==> src/aes_pkg.sv <==
// Package for the per-axis encoder and status output block.
// Assumes one system clock; register offsets are word aligned bytes.
package aes_pkg;
  // Register byte offsets
  localparam logic [5:0] OFF_CTRL = 6'h00; // Axis mode control
  localparam logic [5:0] OFF_AXIS = 6'h04; // Command axis register
  localparam logic [5:0] OFF_OUTDATA = 6'h08; // Output data register
  localparam logic [5:0] OFF_CMPLO = 6'h0c; // Lower compare value
  localparam logic [5:0] OFF_CMPHI = 6'h10; // Upper compare value
  localparam logic [5:0] OFF_REALPOS = 6'h14; // Real position counter
  localparam logic [5:0] OFF_STATUS = 6'h18; // Sticky event status
  localparam logic [5:0] OFF_MASK = 6'h1c; // Interrupt mask
  localparam logic [5:0] OFF_LOGPOS = 6'h20; // Logical position input
  // Control field positions
  localparam int CTL_PULSEDIR = 0; // Pulse plus direction mode
  localparam int CTL_UPDOWN = 1; // Up/down count input mode
  localparam int CTL_INPOSEN = 2; // In-position wait enable
  localparam int CTL_INPOSHI = 3; // In-position active level
  localparam int CTL_DCCSEL = 4; // Shared pin acts as deviation clear
  localparam int CTL_STATMODE = 5; // Drive status output mode
  localparam int CTL_CMPREAL = 6; // Compare real, else logical
  localparam logic [6:0] CTL_RESET = 7'h00; // Control reset value
  // Output data field
  localparam int OUTD_LSB = 8; // Upper outputs from bits 11..8
  // Axis select bits in command axis register
  localparam int AXIS_LSB = 8; // Axis bits 11..8, one bit per axis, any number set
  // Status event bits
  localparam int EV_DRVEND = 0; // Drive active fell
  localparam int EV_CMPLO = 1; // Lower compare became true
  localparam int EV_CMPHI = 2; // Upper compare became true
  localparam int EV_CNTERR = 3; // Illegal encoder transition
  localparam int NUM_EV = 4; // Event count
  localparam int NUM_AXES = 4; // Axis count
  localparam logic [31:0] UNMAPPED_DATA = 32'h00000000; // Unmapped read
  // Position state type
  typedef logic signed [31:0] aes_pos_t;
endpackage

==> src/aes_counter_if.sv <==
// Interface carrying one axis's count events to the real counter.
// Assumes both ends run on the same system clock.
`timescale 1ns/100ps
`default_nettype none
interface aes_counter_if;
  logic countUp; // One-cycle increment
  logic countDown; // One-cycle decrement
  logic countErr; // Illegal quadrature step
  modport source (output countUp, output countDown, output countErr);
  modport sink (input countUp, input countDown, input countErr);
endinterface
`default_nettype wire

==> src/aes_axis_outputs.sv <==
// Top of the four-axis encoder counting and status output block.
// Assumes clock is the internal system clock, already half the input
// clock, and that pulse generator status arrives as synchronous levels.
// Notes on behaviour
// - Pulse-direction mode drives direction on minus pin
// - Encoder mode decodes A/B into counts
// - Up pulse rising edge increments real counter
// - Down pulse rising edge decrements real counter
// - Drive-active high while pulses emitted
// - Drive-active high during home search
// - Interpolating axes hold drive-active high while interpolation runs
// - Optional in-position wait extends drive-active
// - Shared pin gives deviation clear when selected
// - Shared pin defaults to drive-active after reset
// - Selected axis upper outputs follow data bits 11..8
// - Upper outputs low during reset
// - Status mode output 7 flags deceleration
// - Status mode output 6 flags acceleration
// - Status mode output 5 flags below lower compare
// - Status mode output 4 flags above upper compare
// - Everything runs on the half-rate system clock
`timescale 1ns/100ps
`default_nettype none
module aes_axis_outputs (
  input wire logic clock, // System clock, 100 MHz
  input wire logic resetn, // Async active-low reset
  input wire logic [5:0] avs_address, // Byte address
  input wire logic avs_read, // Read strobe
  input wire logic avs_write, // Write strobe
  input wire logic [31:0] avs_writedata, // Write data
  input wire logic [3:0] avs_byteenable, // Byte lanes
  output logic [31:0] avs_readdata, // Read data
  output logic avs_waitrequest, // Stall
  output logic irq, // Level interrupt
  input wire logic [3:0] pulseDrive, // Pulses being emitted per axis
  input wire logic [3:0] homeSearch, // Home search active per axis
  input wire logic [3:0] interpAxis, // Axis in interpolation
  input wire logic [3:0] interpRun, // Interpolation drive running
  input wire logic [3:0] driveDir, // Drive direction, 1 minus
  input wire logic [3:0] minusPulse, // Minus pulse from generator
  input wire logic [3:0] devClearReq, // Home search clear request
  input wire logic [3:0] decelerating, // Axis in deceleration
  input wire logic [3:0] accelerating, // Axis in acceleration
  input wire logic [127:0] logicalPos, // Logical counters, 32 each
  input wire logic [3:0] phase_a_or_up_count_in, // Phase A or up
  input wire logic [3:0] phase_b_or_down_count_in, // Phase B or down
  input wire logic [3:0] in_position_in, // In-position inputs
  output logic [3:0] minus_pulse_or_direction_out, // Minus or dir
  output logic [3:0] drive_active_out, // Drive or clear shared pin
  output logic [15:0] general_outputs_upper // Outputs 7..4 per axis
);
  // Control and data registers
  logic [6:0] ctrl_r; // Mode control bits
  logic [3:0] axisSel_r; // Command axis register axis bits
  logic [3:0] outData_r; // Output data register bits 11..8
  logic signed [31:0] cmpLo_r; // Lower compare value
  logic signed [31:0] cmpHi_r; // Upper compare value
  logic [15:0] status_r; // Sticky events, 4 per axis
  logic [15:0] mask_r; // Interrupt mask
  logic [15:0] manualOut_r; // Manual upper outputs per axis
  logic [1:0] posSel_r; // Axis shown at position readback
  logic ack_r; // Access answered this cycle
  // Decoded access strobes
  wire logic access = (avs_read | avs_write) & ~ack_r;
  // Writes land at the answer edge, while the master still holds data
  wire logic wrCtrl = avs_write & ack_r &
    (avs_address == aes_pkg::OFF_CTRL);
  wire logic wrAxis = avs_write & ack_r &
    (avs_address == aes_pkg::OFF_AXIS);
  wire logic wrOut = avs_write & ack_r &
    (avs_address == aes_pkg::OFF_OUTDATA);
  wire logic wrLo = avs_write & ack_r &
    (avs_address == aes_pkg::OFF_CMPLO);
  wire logic wrHi = avs_write & ack_r &
    (avs_address == aes_pkg::OFF_CMPHI);
  wire logic wrMask = avs_write & ack_r &
    (avs_address == aes_pkg::OFF_MASK);
  wire logic rdStatus = avs_read & access &
    (avs_address == aes_pkg::OFF_STATUS);
  // Merge write data by byte lane
  function automatic logic [31:0] merge(input logic [31:0] old,
    input logic [31:0] wd, input logic [3:0] be);
    logic [31:0] res;
    res = old;
    for (int i = 0; i < 4; i++) begin
      if (be[i]) begin
        res[i*8 +: 8] = wd[i*8 +: 8];
      end
    end
    return res;
  endfunction
  // Per-axis working signals
  logic signed [31:0] realPos_r [4]; // Real position counters
  logic [3:0] inposWait_r; // Waiting for in-position
  logic [3:0] cmpLoOut_r; // Held below-lower state
  logic [3:0] cmpHiOut_r; // Held above-upper state
  logic [3:0] driveLvl_r; // Previous drive-active level
  wire logic [3:0] pulsing; // Drive activity sources
  wire logic [3:0] inposActive; // In-position at active level
  wire logic [3:0] driveActive; // Drive-active level
  wire logic [15:0] events; // New events this cycle
  genvar g;
  generate
    for (g = 0; g < 4; g++) begin : gAxis
      aes_counter_if cif ();
      wire logic signed [31:0] cmpSrc; // Counter under compare
      wire logic [3:0] upperNxt; // Next upper outputs
      aes_input_decoder uDec (
        .clock(clock),
        .resetn(resetn),
        .upDownMode(ctrl_r[aes_pkg::CTL_UPDOWN]),
        .phaseAIn(phase_a_or_up_count_in[g]),
        .phaseBIn(phase_b_or_down_count_in[g]),
        .cnt(cif.source)
      );
      // Activity sources of drive-active
      assign pulsing[g] = pulseDrive[g] | homeSearch[g] |
        (interpAxis[g] & interpRun[g]);
      assign inposActive[g] = in_position_in[g] ==
        ctrl_r[aes_pkg::CTL_INPOSHI];
      assign driveActive[g] = pulsing[g] | inposWait_r[g];
      assign cmpSrc = ctrl_r[aes_pkg::CTL_CMPREAL] ? realPos_r[g] :
        $signed(logicalPos[g*32 +: 32]);
      // Status mode or manual outputs, order 7,6,5,4
      assign upperNxt = ctrl_r[aes_pkg::CTL_STATMODE] ?
        {decelerating[g] & pulsing[g],
         accelerating[g] & pulsing[g],
         cmpLoOut_r[g], cmpHiOut_r[g]} : manualOut_r[g*4 +: 4];
      assign events[g*4 + aes_pkg::EV_DRVEND] =
        driveLvl_r[g] & ~driveActive[g];
      assign events[g*4 + aes_pkg::EV_CMPLO] = ~cmpLoOut_r[g] &
        (cmpSrc < cmpLo_r);
      assign events[g*4 + aes_pkg::EV_CMPHI] = ~cmpHiOut_r[g] &
        (cmpSrc > cmpHi_r);
      assign events[g*4 + aes_pkg::EV_CNTERR] = cif.countErr;
      // Counter, compare state and pin registers
      always_ff @(posedge clock or negedge resetn) begin
        if (!resetn) begin
          realPos_r[g] <= 32'sh00000000;
          inposWait_r[g] <= 1'b0;
          cmpLoOut_r[g] <= 1'b0;
          cmpHiOut_r[g] <= 1'b0;
          driveLvl_r[g] <= 1'b0;
          general_outputs_upper[g*4 +: 4] <= 4'h0;
          drive_active_out[g] <= 1'b0;
          minus_pulse_or_direction_out[g] <= 1'b0;
        end else begin
          if (cif.countUp & ~cif.countDown) begin
            realPos_r[g] <= realPos_r[g] + 32'sh00000001;
          end else if (cif.countDown & ~cif.countUp) begin
            realPos_r[g] <= realPos_r[g] - 32'sh00000001;
          end
          // Wait for in-position after pulsing ends
          if (pulsing[g]) begin
            inposWait_r[g] <= ctrl_r[aes_pkg::CTL_INPOSEN];
          end else if (inposActive[g] |
            ~ctrl_r[aes_pkg::CTL_INPOSEN]) begin
            inposWait_r[g] <= 1'b0;
          end
          // Equal values leave levels alone
          if (cmpSrc < cmpLo_r) begin
            cmpLoOut_r[g] <= 1'b1;
          end else if (cmpSrc > cmpLo_r) begin
            cmpLoOut_r[g] <= 1'b0;
          end
          if (cmpSrc > cmpHi_r) begin
            cmpHiOut_r[g] <= 1'b1;
          end else if (cmpSrc < cmpHi_r) begin
            cmpHiOut_r[g] <= 1'b0;
          end
          driveLvl_r[g] <= driveActive[g];
          general_outputs_upper[g*4 +: 4] <= upperNxt;
          drive_active_out[g] <= ctrl_r[aes_pkg::CTL_DCCSEL] ?
            devClearReq[g] : driveActive[g];
          minus_pulse_or_direction_out[g] <=
            ctrl_r[aes_pkg::CTL_PULSEDIR] ? driveDir[g] :
            minusPulse[g];
        end
      end
    end
  endgenerate
  // Write data merged with old contents
  wire logic [31:0] ctrlMerged = merge({25'h0, ctrl_r}, avs_writedata,
    avs_byteenable);
  wire logic [31:0] axisMerged = merge({20'h0, axisSel_r, 8'h0},
    avs_writedata, avs_byteenable);
  wire logic [31:0] outMerged = merge({20'h0, outData_r, 8'h0},
    avs_writedata, avs_byteenable);
  wire logic [31:0] maskMerged = merge({16'h0, mask_r}, avs_writedata,
    avs_byteenable);
  // Manual outputs of selected axes follow the output data
  logic [15:0] manualNxt;
  always_comb begin
    manualNxt = manualOut_r;
    for (int i = 0; i < 4; i++) begin
      if (wrOut & axisSel_r[i]) begin
        manualNxt[i*4 +: 4] = outMerged[aes_pkg::OUTD_LSB +: 4];
      end
    end
  end
  // Read multiplexer, unmapped reads give zero
  logic [31:0] readNxt;
  always_comb begin
    if (avs_address == aes_pkg::OFF_CTRL) begin
      readNxt = {25'h0, ctrl_r};
    end else if (avs_address == aes_pkg::OFF_AXIS) begin
      readNxt = {20'h0, axisSel_r, 6'h0, posSel_r};
    end else if (avs_address == aes_pkg::OFF_OUTDATA) begin
      readNxt = {20'h0, outData_r, 8'h0};
    end else if (avs_address == aes_pkg::OFF_CMPLO) begin
      readNxt = cmpLo_r;
    end else if (avs_address == aes_pkg::OFF_CMPHI) begin
      readNxt = cmpHi_r;
    end else if (avs_address == aes_pkg::OFF_REALPOS) begin
      readNxt = realPos_r[posSel_r];
    end else if (avs_address == aes_pkg::OFF_STATUS) begin
      readNxt = {16'h0, status_r};
    end else if (avs_address == aes_pkg::OFF_MASK) begin
      readNxt = {16'h0, mask_r};
    end else if (avs_address == aes_pkg::OFF_LOGPOS) begin
      readNxt = logicalPos[posSel_r*32 +: 32];
    end else begin
      readNxt = aes_pkg::UNMAPPED_DATA;
    end
  end
  // Bus handshake: one wait cycle, answer on second edge
  always_ff @(posedge clock or negedge resetn) begin
    if (!resetn) begin
      ack_r <= 1'b0;
      avs_waitrequest <= 1'b1;
      avs_readdata <= 32'h00000000;
    end else begin
      ack_r <= access;
      avs_waitrequest <= ~access;
      avs_readdata <= readNxt;
    end
  end
  // Software registers
  always_ff @(posedge clock or negedge resetn) begin
    if (!resetn) begin
      ctrl_r <= aes_pkg::CTL_RESET;
      axisSel_r <= 4'h0;
      posSel_r <= 2'h0;
      outData_r <= 4'h0;
      cmpLo_r <= 32'sh00000000;
      cmpHi_r <= 32'sh00000000;
      mask_r <= 16'h0000;
      manualOut_r <= 16'h0000;
    end else begin
      if (wrCtrl) ctrl_r <= ctrlMerged[6:0];
      if (wrAxis) begin
        axisSel_r <= axisMerged[aes_pkg::AXIS_LSB +: 4];
        posSel_r <= axisMerged[1:0];
      end
      if (wrOut) outData_r <= outMerged[aes_pkg::OUTD_LSB +: 4];
      if (wrLo) cmpLo_r <= merge(cmpLo_r, avs_writedata, avs_byteenable);
      if (wrHi) cmpHi_r <= merge(cmpHi_r, avs_writedata, avs_byteenable);
      if (wrMask) mask_r <= maskMerged[15:0];
      manualOut_r <= manualNxt;
    end
  end
  // Sticky status: read clears, a new event wins over the clear
  always_ff @(posedge clock or negedge resetn) begin
    if (!resetn) begin
      status_r <= 16'h0000;
      irq <= 1'b0;
    end else begin
      status_r <= (rdStatus ? 16'h0000 : status_r) | events;
      irq <= |(((rdStatus ? 16'h0000 : status_r) | events) & mask_r);
    end
  end
endmodule
`default_nettype wire

==> src/aes_input_decoder.sv <==
// Input decoder of one axis: synchroniser, edge and quadrature logic.
// Assumes pins already re-timed to the system clock domain edge.
`timescale 1ns/100ps
`default_nettype none
module aes_input_decoder (
  input wire logic clock, // System clock
  input wire logic resetn, // Async active-low reset
  input wire logic upDownMode, // Up/down pulse mode select
  input wire logic phaseAIn, // Phase A or up pulse
  input wire logic phaseBIn, // Phase B or down pulse
  aes_counter_if.source cnt // Count events out
);
  logic [1:0] syncA_r; // Two-stage synchroniser A
  logic [1:0] syncB_r; // Two-stage synchroniser B
  logic prevA_r; // Last settled A
  logic prevB_r; // Last settled B
  wire logic riseA; // Up pulse edge
  wire logic riseB; // Down pulse edge
  wire logic [3:0] quadStep; // Old and new phase pair
  wire logic quadUp; // Quadrature forward step
  wire logic quadDown; // Quadrature reverse step
  // Synchronise then remember settled level
  always_ff @(posedge clock or negedge resetn) begin
    if (!resetn) begin
      syncA_r <= 2'h0;
      syncB_r <= 2'h0;
      prevA_r <= 1'b0;
      prevB_r <= 1'b0;
    end else begin
      syncA_r <= {syncA_r[0], phaseAIn};
      syncB_r <= {syncB_r[0], phaseBIn};
      prevA_r <= syncA_r[1];
      prevB_r <= syncB_r[1];
    end
  end
  // Edge and step detection uses only the second stage
  assign riseA = syncA_r[1] & ~prevA_r;
  assign riseB = syncB_r[1] & ~prevB_r;
  assign quadStep = {prevA_r, prevB_r, syncA_r[1], syncB_r[1]};
  // Forward Gray order 00-10-11-01 (A leads B)
  assign quadUp = (quadStep == 4'h2) || (quadStep == 4'hb) ||
    (quadStep == 4'hd) || (quadStep == 4'h4);
  assign quadDown = (quadStep == 4'h1) || (quadStep == 4'h7) ||
    (quadStep == 4'he) || (quadStep == 4'h8);
  // Select event source by input mode
  assign cnt.countUp = upDownMode ? riseA : quadUp;
  assign cnt.countDown = upDownMode ? riseB : quadDown;
  assign cnt.countErr = ~upDownMode & ((quadStep == 4'h3) ||
    (quadStep == 4'hc) || (quadStep == 4'h6) || (quadStep == 4'h9));
endmodule
`default_nettype wire

==> config.mk <==
export PLATFORM = sky130hd
export DESIGN_NAME = aes_axis_outputs
export DESIGN_NICKNAME = d
export VERILOG_FILES = /design/src/aes_pkg.sv /design/src/aes_counter_if.sv /design/src/aes_axis_outputs.sv /design/src/aes_input_decoder.sv
export SDC_FILE = /design/constraint.sdc
export NUM_CORES = 1
export LEC_CHECK = 0
export BUFFER_PORTS_ARGS = -buffer_cell sky130_fd_sc_hd__buf_4
export CORE_MARGIN = 4
export CORE_UTILIZATION = 30
export DETAILED_ROUTE_END_ITERATION = 16
export PLACE_DENSITY = 0.56
export SYNTH_ARGS = -nofsm -noshare
export SYNTH_HDL_FRONTEND = slang
export SYNTH_SLANG_ARGS = --single-unit
==> constraint.sdc <==
create_clock -name clock -period 12.3 [get_ports clock]
set_input_delay 1.23 -clock clock [delete_from_list [all_inputs] [get_ports clock]]
set_output_delay 1.23 -clock clock [all_outputs]
set_load 0.02 [all_outputs]
; ---- Yosys cells after proc, flatten, opt, wreduce, memory -nomap -nowiden
; Index checks and enable logic that the tools add are counted.
[totals]
register_bits = 356
latchBits = 0
ramBits = 0
rom_bits = 0
inputBits = 222
out_inout_bits = 58
elab_cells = 404
n_memories = 0
[op_classes]
n_addsub = 8
mul = 0
div_mod_pow = 0
n_lt_le_gt_ge = 17
eq_ne = 60
n_shift = 1
muxes = 71
bitwise_logic = 110
n_reduce_logical = 66
[op_table]
columns = op, count
row1 = $mux W32, 23
row2 = $gt A32 B32 Y1, 8
row3 = $lt A32 B32 Y1, 8
row4 = $add A32 B2 Y32 const B, 4
row5 = $shiftx A128 B8 Y32, 1
row6 = $sub A32 B2 Y32 const B, 4
row7 = $eq A4 B4 Y1 const B, 24
row8 = $bmux W32 S2, 1
row9 = $and A1 B1 Y1, 58
row10 = $eq A4 B3 Y1 const B, 12
row11 = $mux W1, 40
row12 = $logic_or A1 B1 Y1, 36
row13 = $eq A4 B2 Y1 const B, 8
row14 = $not A1 Y1, 32
row15 = $reduce_bool A2 Y1, 16
row16 = $eq A6 B5 Y1 const B, 4
row17 = $reduce_and A2 Y1, 12
row18 = $mux W4, 5
row19 = $or A1 B1 Y1, 17
row20 = $and A16 B16 Y16, 1
row21 = $eq A4 B1 Y1 const B, 4
row22 = $mux W16, 1
row23 = $or A16 B16 Y16, 1
row24 = $reduce_or A16 Y1, 1
row25 = 8 further kinds, 12

; ---- Longest topological paths before layout
; Gate-level depths: netlist (run 1).
[depth]
ltp_word = 10
mapped_depth = 19
depth_no_buf = 17

; ---- Hierarchy
; Synthesis (run 1) repeated with hierarchy kept, for this count alone.
[hier_totals]
cells_unflattened = 2901
hier_area_um2 = 28414.8
[by_module_without_submodules]
columns = mod, instances, cells_per_inst, area_per_inst_um2, seq_area_each_um2
row1 = aes_axis_outputs, 1, 2813, 27353.7, 8309.2
row2 = aes_input_decoder, 4, 22, 265.3, 150.1

; ---- Worst setup path before layout (run 1)
; No wires, ideal clock.
[synth_path]
path_type = reg-to-reg
from = register ctrl_r[1]
to = register realPos_r[63] in the netlist's numbering
setup_time_ns = 0.123
t_arrival_ns = 4.447
t_required_ns = 12.177
slack_ns = 7.731
stages_incl_launch_ff = 18
path_buffers = 2
period_less_slack_ns = 4.569
path_cell_list = dfrtp_1 -> clkbuf_1 -> inv_1 -> clkbuf_1 -> o21ai_0 -> a32o_1 -> ha_1 -> inv_1 -> ha_1 -> a211o_1 -> a2111oi_4 -> nor2_1 -> o211a_1 -> a21o_1 -> o41ai_2 -> o21ai_1 -> mux2_1 -> xor2_1
[synth_between]
elab_chain_cells = 4
elab_cells_between_ends = 8
classes_between = mux: 3 / bitwise: 4 / reduce/logical: 1
[synth_rtl]
columns = item, line_no
row1 = start: declaration, aes_axis_outputs.sv:53  ; logic [6:0] ctrl_r;
row2 = start signal: assignment, aes_axis_outputs.sv:241  ; ctrl_r <= aes_pkg::CTL_RESET;
row3 = start signal: assignment, aes_axis_outputs.sv:250  ; if (wrCtrl) ctrl_r <= ctrlMerged[6:0];
row4 = $mux W1 (on tied branches), "aes_input_decoder.sv:47, aes_input_decoder.sv:46"
row5 = $not A1 Y1 (on tied branches), "aes_axis_outputs.sv:148, aes_axis_outputs.sv:150"
row6 = $and A1 B1 Y1 (on tied branches), "aes_axis_outputs.sv:148, aes_axis_outputs.sv:150"
row7 = $mux W32 or $reduce_bool A2 Y1 (tied branches), -
row8 = end signal: indexed assignment, aes_axis_outputs.sv:149  ; realPos_r[g] <= realPos_r[g] + 32'sh00000001;
row9 = end signal: indexed assignment, aes_axis_outputs.sv:151  ; realPos_r[g] <= realPos_r[g] - 32'sh00000001;
row10 = end: declaration, aes_axis_outputs.sv:93  ; logic signed [31:0] realPos_r [4];
; Parallel ways exist; a longest one is shown, timed or not.
; A chain may end at the register's enable or synchronous reset.

; ---- Final worst setup path (run 1)
[layout_path]
from = register ctrl_r[6]
to = register irq
[layout_between]
elab_chain_cells = 6
elab_cells_between_ends = 23
classes_between = order compare: 8 / mux: 4 / bitwise: 10 / reduce/logical: 1
[layout_rtl]
columns = item, line_no
row1 = $mux W32, aes_axis_outputs.sv:122  ; assign cmpSrc = ctrl_r[aes_pkg::CTL_CMPREAL] ? realPos_r[g] :
row2 = $lt A32 B32 Y1 or $gt A32 B32 Y1 (tied branches), "aes_axis_outputs.sv:132, aes_axis_outputs.sv:134"
row3 = $and A1 B1 Y1 (on tied branches), "aes_axis_outputs.sv:131, aes_axis_outputs.sv:133"
row4 = $or A16 B16 Y16 *, aes_axis_outputs.sv:269  ; irq <= |(((rdStatus ? 16'h0000 : status_r) | events) & mask_r);
row5 = $and A16 B16 Y16 *, aes_axis_outputs.sv:269
row6 = $reduce_or A16 Y1 *, aes_axis_outputs.sv:269
row7 = end signal: assignment, aes_axis_outputs.sv:269
row8 = end: declaration, aes_axis_outputs.sv:34  ; output logic irq,
; Mark *: on every way between the ends. The rest lies on a longest branch, timed or not.

==> qor.csv, run 1 <==
metric;value;unit
post_cts resized;0;
number of enable-type register cells in the synthesized netlist;0;
layout cells sized above 1;21.3;%
count of maximum capacitance violations;0;
Max Slew Vio Count;0;
status;finished, final reports clean;
portion of the post-synthesis area used by sequential elements;31.3;%
I/O pin count;280;
Clock Latency Late Sink;0.61;ns
Synth Net Count;3512;
clock-pin slew on the worst setup and hold paths;0.06;ns
count of hold buffers inserted by post-cts repair;0;
remaining max-slew budget at the tightest pin;16.3;%
total congestion overflow;0;
routability congestion estimate;1.00;
number of antenna violations at the first check in global routing;6;
Arr. time, crit path;5.65;ns
Hold Slack;0.348;ns
worst IR drop on VDD;106;uV
Die Span Y;316;um
count of buffers added by post-CTS timing repair for setup;0;
sort of element at the end of the critical path;register;
P_leak;15.8;nW
relative area change from synthesis to final layout;18.2;%
final instance area;33600;um^2
maximum clock rate;193;MHz
via count normalized by instance count;5.54;
post-layout minimum cycle time;5.18;ns
total number of placement rows;112;
post-place instance area;32000;um^2
count of vias placed by the detailed router;24701;
vias in the first global route;23801;
deepest level of the CTS H-tree;2;
wire length of the first global-routing pass;161000;um
Hold Path Class;reg -> reg;
Antenna Violating Nets Remaining;0;
clk sinks;356;
detailed placer's ending HPWL;88600;um
root buf cell;clkbuf_16;
detailed-route DRC error count;0;
Yosys warning total;0;
largest fanout of any net on the critical path;53;
violation count after the first detailed-route iteration;2147;
total power of the final layout;6.40;mW
setup repair after global routing missed its margin;false;
overall die area;99800;um^2
Final Routed Wirelength;110000;um
GRT Util Overall;21.6;%
Yosys cell types;80;
synthesized cell area;28400;um^2
clock buffer count from CTS;45;
gate count after technology mapping;2906;
share of the clock period used by the worst path after layout;42.1;%
number of buffers between clock root and the deepest sink;3;
accumulated negative setup slack;0;ns
power density over the cells;190;nW/um^2
most common library cell in the layout ignoring fill and taps;ha_1;
Avg Cell Area, Syn;9.79;um^2
net count reported at finish;3772;
post-synthesis async set-or-reset flop share;100;%
IO Port Bufs;279;
starting density of the core;30.3;%
number of endpoints with negative hold slack in the final report;0;
commonest cells after routing, fill and taps aside;376 x ha_1, 352 x dfrtp_1, 311 x buf_4, 288 x nand2_1, 287 x o21ai_0;
primary flip-flop cell chosen by synthesis mapping;dfrtp_1;
Initial DRT Pass Iterations;6;
transition at the pin with the smallest max-transition slack;1.25;ns
Finish-stage setup viols;0;
average wire length per cell after detail routing;24.8;um
CP Launch Type;register;
worst endpoint required time;12.76;ns
Worst Skew;0.0217;ns
Seq cells post-synth;356;
TritonCTS clock tree;done;
Core ar.;93700;um^2
width of the die;316;um
pin count of the biggest net entering global routing;107;
Crit Path Class;reg -> reg;
## final timing paths
check                      depth (start not counted)  slack [ns]                      from                               to
max                                               12        7.12                 ctrl_r[6]                              irq
max reg2reg                                       12        7.12                 ctrl_r[6]                              irq
min in group asynchronous                          1        0.67                    resetn  minus_pulse_or_direction_out[2]
max in group asynchronous                          3        9.26                    resetn                      cmpLo_r[17]
min                                                0        0.35  gAxis[2].uDec.syncB_r[0]         gAxis[2].uDec.syncB_r[1]
min reg2reg                                        0        0.35  gAxis[2].uDec.syncB_r[0]         gAxis[2].uDec.syncB_r[1]
## flip-flops by register name (all words and copies together), names as in the netlist, 7 cells and up
name and flops:
cmpLo_r 32, ctrl_r 7, general_outputs_upper 16, gAxis.uDec.syncB_r 8, gAxis.uDec.syncA_r 8, mask_r 16
cmpHi_r 32, status_r 16, avs_readdata 32, realPos_r 128, manualOut_r 16
## final cells by class
cell class                 instances  area (um^2)
antenna                            4         10.0
clock buffer                      59         1240
clock inverter                    23          348
fill                            9455        60100
inverter                         131          492
multi-input combinational       2320        18700
sequential                       356         8920
tap                             1254         1570
timing repair buffer             312         2350
## power by group
part	internal [mW]	switching [mW]
sequential	1.44	0.468
combinational	1.35	1.69
clock	0.882	0.577
total	3.67	2.74
## synthesized netlist by cell type (12+ instances only)
| library cell | n | area share [%] |
|---|---|---|
| ha_1 | 380 | 17 |
| dfrtp_1 | 355 | 31 |
| nand2_1 | 288 | 3.8 |
| o21ai_0 | 287 | 5.0 |
| mux2_2 | 189 | 7.5 |
| a21oi_1 | 166 | 2.9 |
| a21o_1 | 139 | 3.7 |
| inv_1 | 131 | 1.7 |
| nor2_1 | 95 | 1.3 |
| clkbuf_1 | 81 | 1.1 |
| mux4_2 | 69 | 5.5 |
| nand4_1 | 67 | 1.5 |
| xor2_1 | 66 | 2.0 |
| xnor2_1 | 61 | 1.9 |
| a22oi_1 | 38 | 1.0 |
| o21a_1 | 34 | 0.90 |
| and3_1 | 27 | 0.59 |
| nor3_1 | 27 | 0.48 |
| a211oi_1 | 26 | 0.69 |
| nand3_1 | 26 | 0.46 |
| nor2b_1 | 21 | 0.46 |
| a31oi_1 | 19 | 0.42 |
| o221ai_1 | 19 | 0.58 |
| o31ai_1 | 18 | 0.48 |
| buf_1 | 17 | 0.22 |
| o21bai_1 | 17 | 0.45 |
| a32o_1 | 15 | 0.53 |
| nand2b_1 | 15 | 0.33 |
| o22ai_1 | 14 | 0.31 |
| a21boi_0 | 12 | 0.32 |
## worst max-delay path: stages (launching register included)
cell	delay, ns
dfrtp_4	0.72
buf_4	0.64
buf_4	0.72
mux2_2	0.43
ha_1	0.29
nand4_1	0.23
or3_1	0.51
a21oi_1	0.16
o311ai_0	0.19
a31oi_1	0.54
o311ai_0	0.23
nor4_1	0.21
nand4_1	0.11
## logic make-up after synthesis
group           synth area share (%)
compound gates                  20.5
mux                             13.5
xor+xnor                        3.91
simple gates                    10.8
fa+ha+maj                       17.0
buf+inv                         3.04
flops                           31.3
## through the flow
stage	cells	utilization, %	setup WS [ns]
CTS	4455	35.8	7.21
finish	4459	35.9	7.12
detailed placement	4373	34.2	7.23
floorplan	2906	-	7.73
global route	4457	35.9	6.90
global placement	4373	34.2	7.29
## layer usage
| layer | routed length, um | vias to the layer above | part of all wire, % | track usage, % |
|---|---|---|---|---|
| met4 | 4090 | 0 | 3.7 | 7.59 |
| li1 | - | 11504 | - | - |
| met3 | 7590 | 169 | 6.9 | 3.50 |
| met2 | 49400 | 869 | 45 | 33.6 |
| met1 | 49300 | 12159 | 45 | 30.4 |
| met5 | 0 | - | 0 | 0 |
Power figures use the tool's default switching activity.
==> inputs of run 2 (changes only) <==
==> constraint.sdc (replaced) <==
create_clock -name clock -period 5.2 [get_ports clock]
set_input_delay 0.52 -clock clock [delete_from_list [all_inputs] [get_ports clock]]
set_output_delay 0.52 -clock clock [all_outputs]
set_load 0.02 [all_outputs]
==> run 2 against run 1 <==
  * Sequential power grew 140%
  * Routed wire length shrank 0.26%
  * Non-clock buffer count is 21 higher
  * Register-to-register slack got worse by 6.6 ns
  * Critical path type unchanged
  * Critical endpoint is now realPos_r[126]
  * Largest power group unchanged
==> qor.csv, run 2 (same netlist as run 1, synthesis figures left out) <==
metric;value;unit
status;finished, final reports clean;
capture point of the critical path;realPos_r[126];
Core ar.;93700;um^2
P_leak;16.0;nW
post-layout minimum cycle time;4.70;ns
via count normalized by instance count;5.50;
pin count of the biggest net entering global routing;112;
IO Port Bufs;279;
total congestion overflow;0;
worst IR drop on VDD;209;uV
met1 routing resource usage after global routing;29.7;%
total number of placement rows;112;
Crit Path Class;reg -> reg;
number of endpoints with negative hold slack in the final report;0;
Power Internal;8.66;mW
cell depth of the worst flop-to-flop path;15;
number of flip-flops under the largest register name;128;
Hold Path Class;in -> reg;
Clk network pwr share;22.6;%
Initial DRT Pass Iterations;5;
wire length of the first global-routing pass;159000;um
root buf cell;clkbuf_16;
commonest cells after routing, fill and taps aside;376 x ha_1, 352 x dfrtp_1, 320 x buf_4, 288 x nand2_1, 287 x o21ai_0;
routability congestion estimate;0.965;
setup repair after global routing missed its margin;false;
I/O pin count;280;
Most Crowded Layer GR;met2;
switching power of the nets;6.51;mW
remaining max-slew budget at the tightest pin;23.8;%
Clock Latency Late Sink;0.61;ns
Comb pwr share;47.1;%
starting density of the core;30.3;%
detailed-route DRC error count;0;
Final Worst Setup Slack;0.497;ns
width of the die;316;um
Die Span Y;316;um
clk sinks;356;
Worst Skew;0.0222;ns
clock buffer count from CTS;44;
worst flop-to-flop path startpoint;ctrl_r[1];
deepest level of the CTS H-tree;2;
relative area change from synthesis to final layout;19.0;%
count of vias placed by the detailed router;24626;
Arr. time, crit path;5.14;ns
Max Slew Vio Count;0;
number of antenna violations at the first check in global routing;12;
maximum clock rate;213;MHz
register ranked first by flip-flop count;realPos_r;
number of buffers between clock root and the deepest sink;3;
GR Layer Usage met3;4.19;%
share of the clock period used by the worst path after layout;90.4;%
GR Util met2;34.0;%
worst-case setup slack after placement;0.592;ns
Antenna Violating Nets Remaining;0;
beginning of the critical path;ctrl_r[1];
count of buffers added by post-CTS timing repair for setup;0;
detailed placer's ending HPWL;88900;um
TritonCTS clock tree;done;
Finish-stage setup viols;0;
count of maximum capacitance violations;0;
Final Routed Wirelength;110000;um
end of the worst register-to-register path;realPos_r[126];
sort of element at the end of the critical path;register;
accumulated negative setup slack;0;ns
most common library cell in the layout ignoring fill and taps;ha_1;
transition at the pin with the smallest max-transition slack;1.13;ns
average wire length per cell after detail routing;24.6;um
clock-pin slew on the worst setup and hold paths;0.06;ns
overall die area;99800;um^2
slack of the worst reg-to-reg path;0.50;ns
violation count after the first detailed-route iteration;2240;
vias in the first global route;23874;
Hold Path Cell Cnt;1;
CP Launch Type;register;
switching portion of total power;42.9;%
largest fanout of any net on the critical path;14;
power share of the sequential group;30.3;%
worst endpoint required time;5.64;ns
layout cells sized above 1;21.6;%
net count reported at finish;3792;
GRT Util Overall;21.4;%
power density over the cells;448;nW/um^2
==> run 2: cell types whose count changed in the layout (fill, tap and decap cells not counted), sizes merged <==
cell,before,now
diode,4,6
clkbuf,59,57
inv,136,135
dlygate4sd3,0,8
clkinv,9,11
buf,312,325
==> run 2: metal layers <==
layer | part of all wire (%) | wire (um)
met4 | 3.1 | 3400
met3 | 8.1 | 8910
met2 | 45 | 49400
met5 | 0.012 | 13
met1 | 44 | 48400
==> run 2: repair_timing <==
action	in CTS	in global routing
resized for setup	0	0
endpoints found under the hold margin	90	0
setup endpoints to repair	0	0
hold buffers	8	0
==> run 2: metrics by stage <==
step	hold slack [ns]	utilization [%]	total power, mW	instance area (um^2)	cells
after detailed placement	0.341	34.3	11.6	32200	4386
after global routing	0.0111	36.1	16.2	33800	4478
after global placement	0.333	34.3	11.6	32200	4386
after floorplan	0.224	-	9.23	28400	2906
after CTS	0.000699	36.1	15.1	33800	4475
final	0.0313	36.1	15.2	33900	4481
==> run 2: power groups by stage <==
stage	clock network, mW	registers [mW]	logic, mW
after floorplan	0	3.90	5.34
after global placement	0	4.60	6.99
after detailed placement	0	4.60	7.02
after CTS	3.50	4.56	7.08
after global routing	3.61	4.63	7.96
final	3.43	4.61	7.14
==> run 2: critical path: stages, from the launching register on <==
cell	delay [ns]
dfrtp_1	0.48
inv_1	0.35
o21ai_0	0.15
a32o_1	0.29
ha_2	0.21
inv_1	0.39
ha_1	0.39
a2111oi_2	0.43
o21ai_0	0.25
a22oi_1	0.33
a211oi_1	0.21
a221oi_1	0.39
a21oi_1	0.15
a211oi_1	0.26
xor2_1	0.18
o21ai_1	0.07
==> run 2: cell type report <==
| cell class | count | area [um^2] |
|---|---|---|
| inverters | 131 | 492 |
| clock buffers | 57 | 1220 |
| fillers | 9433 | 59900 |
| flip-flops and latches | 356 | 8920 |
| diodes | 6 | 15.0 |
| well taps | 1254 | 1570 |
| clock inverters | 24 | 367 |
| repair buffers | 333 | 2580 |
| multi-input cells | 2320 | 18700 |
==> run 2: how the worst min path moves through the flow <==
| stage | start | endpoint | slack [ns] |
|---|---|---|---|
| 2_1_floorplan | resetn | ack_r | 0.22 |
| 3_3_place_gp | gAxis[1].uDec.syncA_r[0] | gAxis[1].uDec.syncA_r[1] | 0.33 |
| 3_5_place_dp | gAxis[1].uDec.syncA_r[0] | gAxis[1].uDec.syncA_r[1] | 0.34 |
| 4_1_cts | phase_b_or_down_count_in[0] | gAxis[0].uDec.syncB_r[0] | 0.0007 |
| 5_1_grt | phase_b_or_down_count_in[0] | gAxis[0].uDec.syncB_r[0] | 0.01 |
| 6_report | phase_b_or_down_count_in[0] | gAxis[0].uDec.syncB_r[0] | 0.03 |
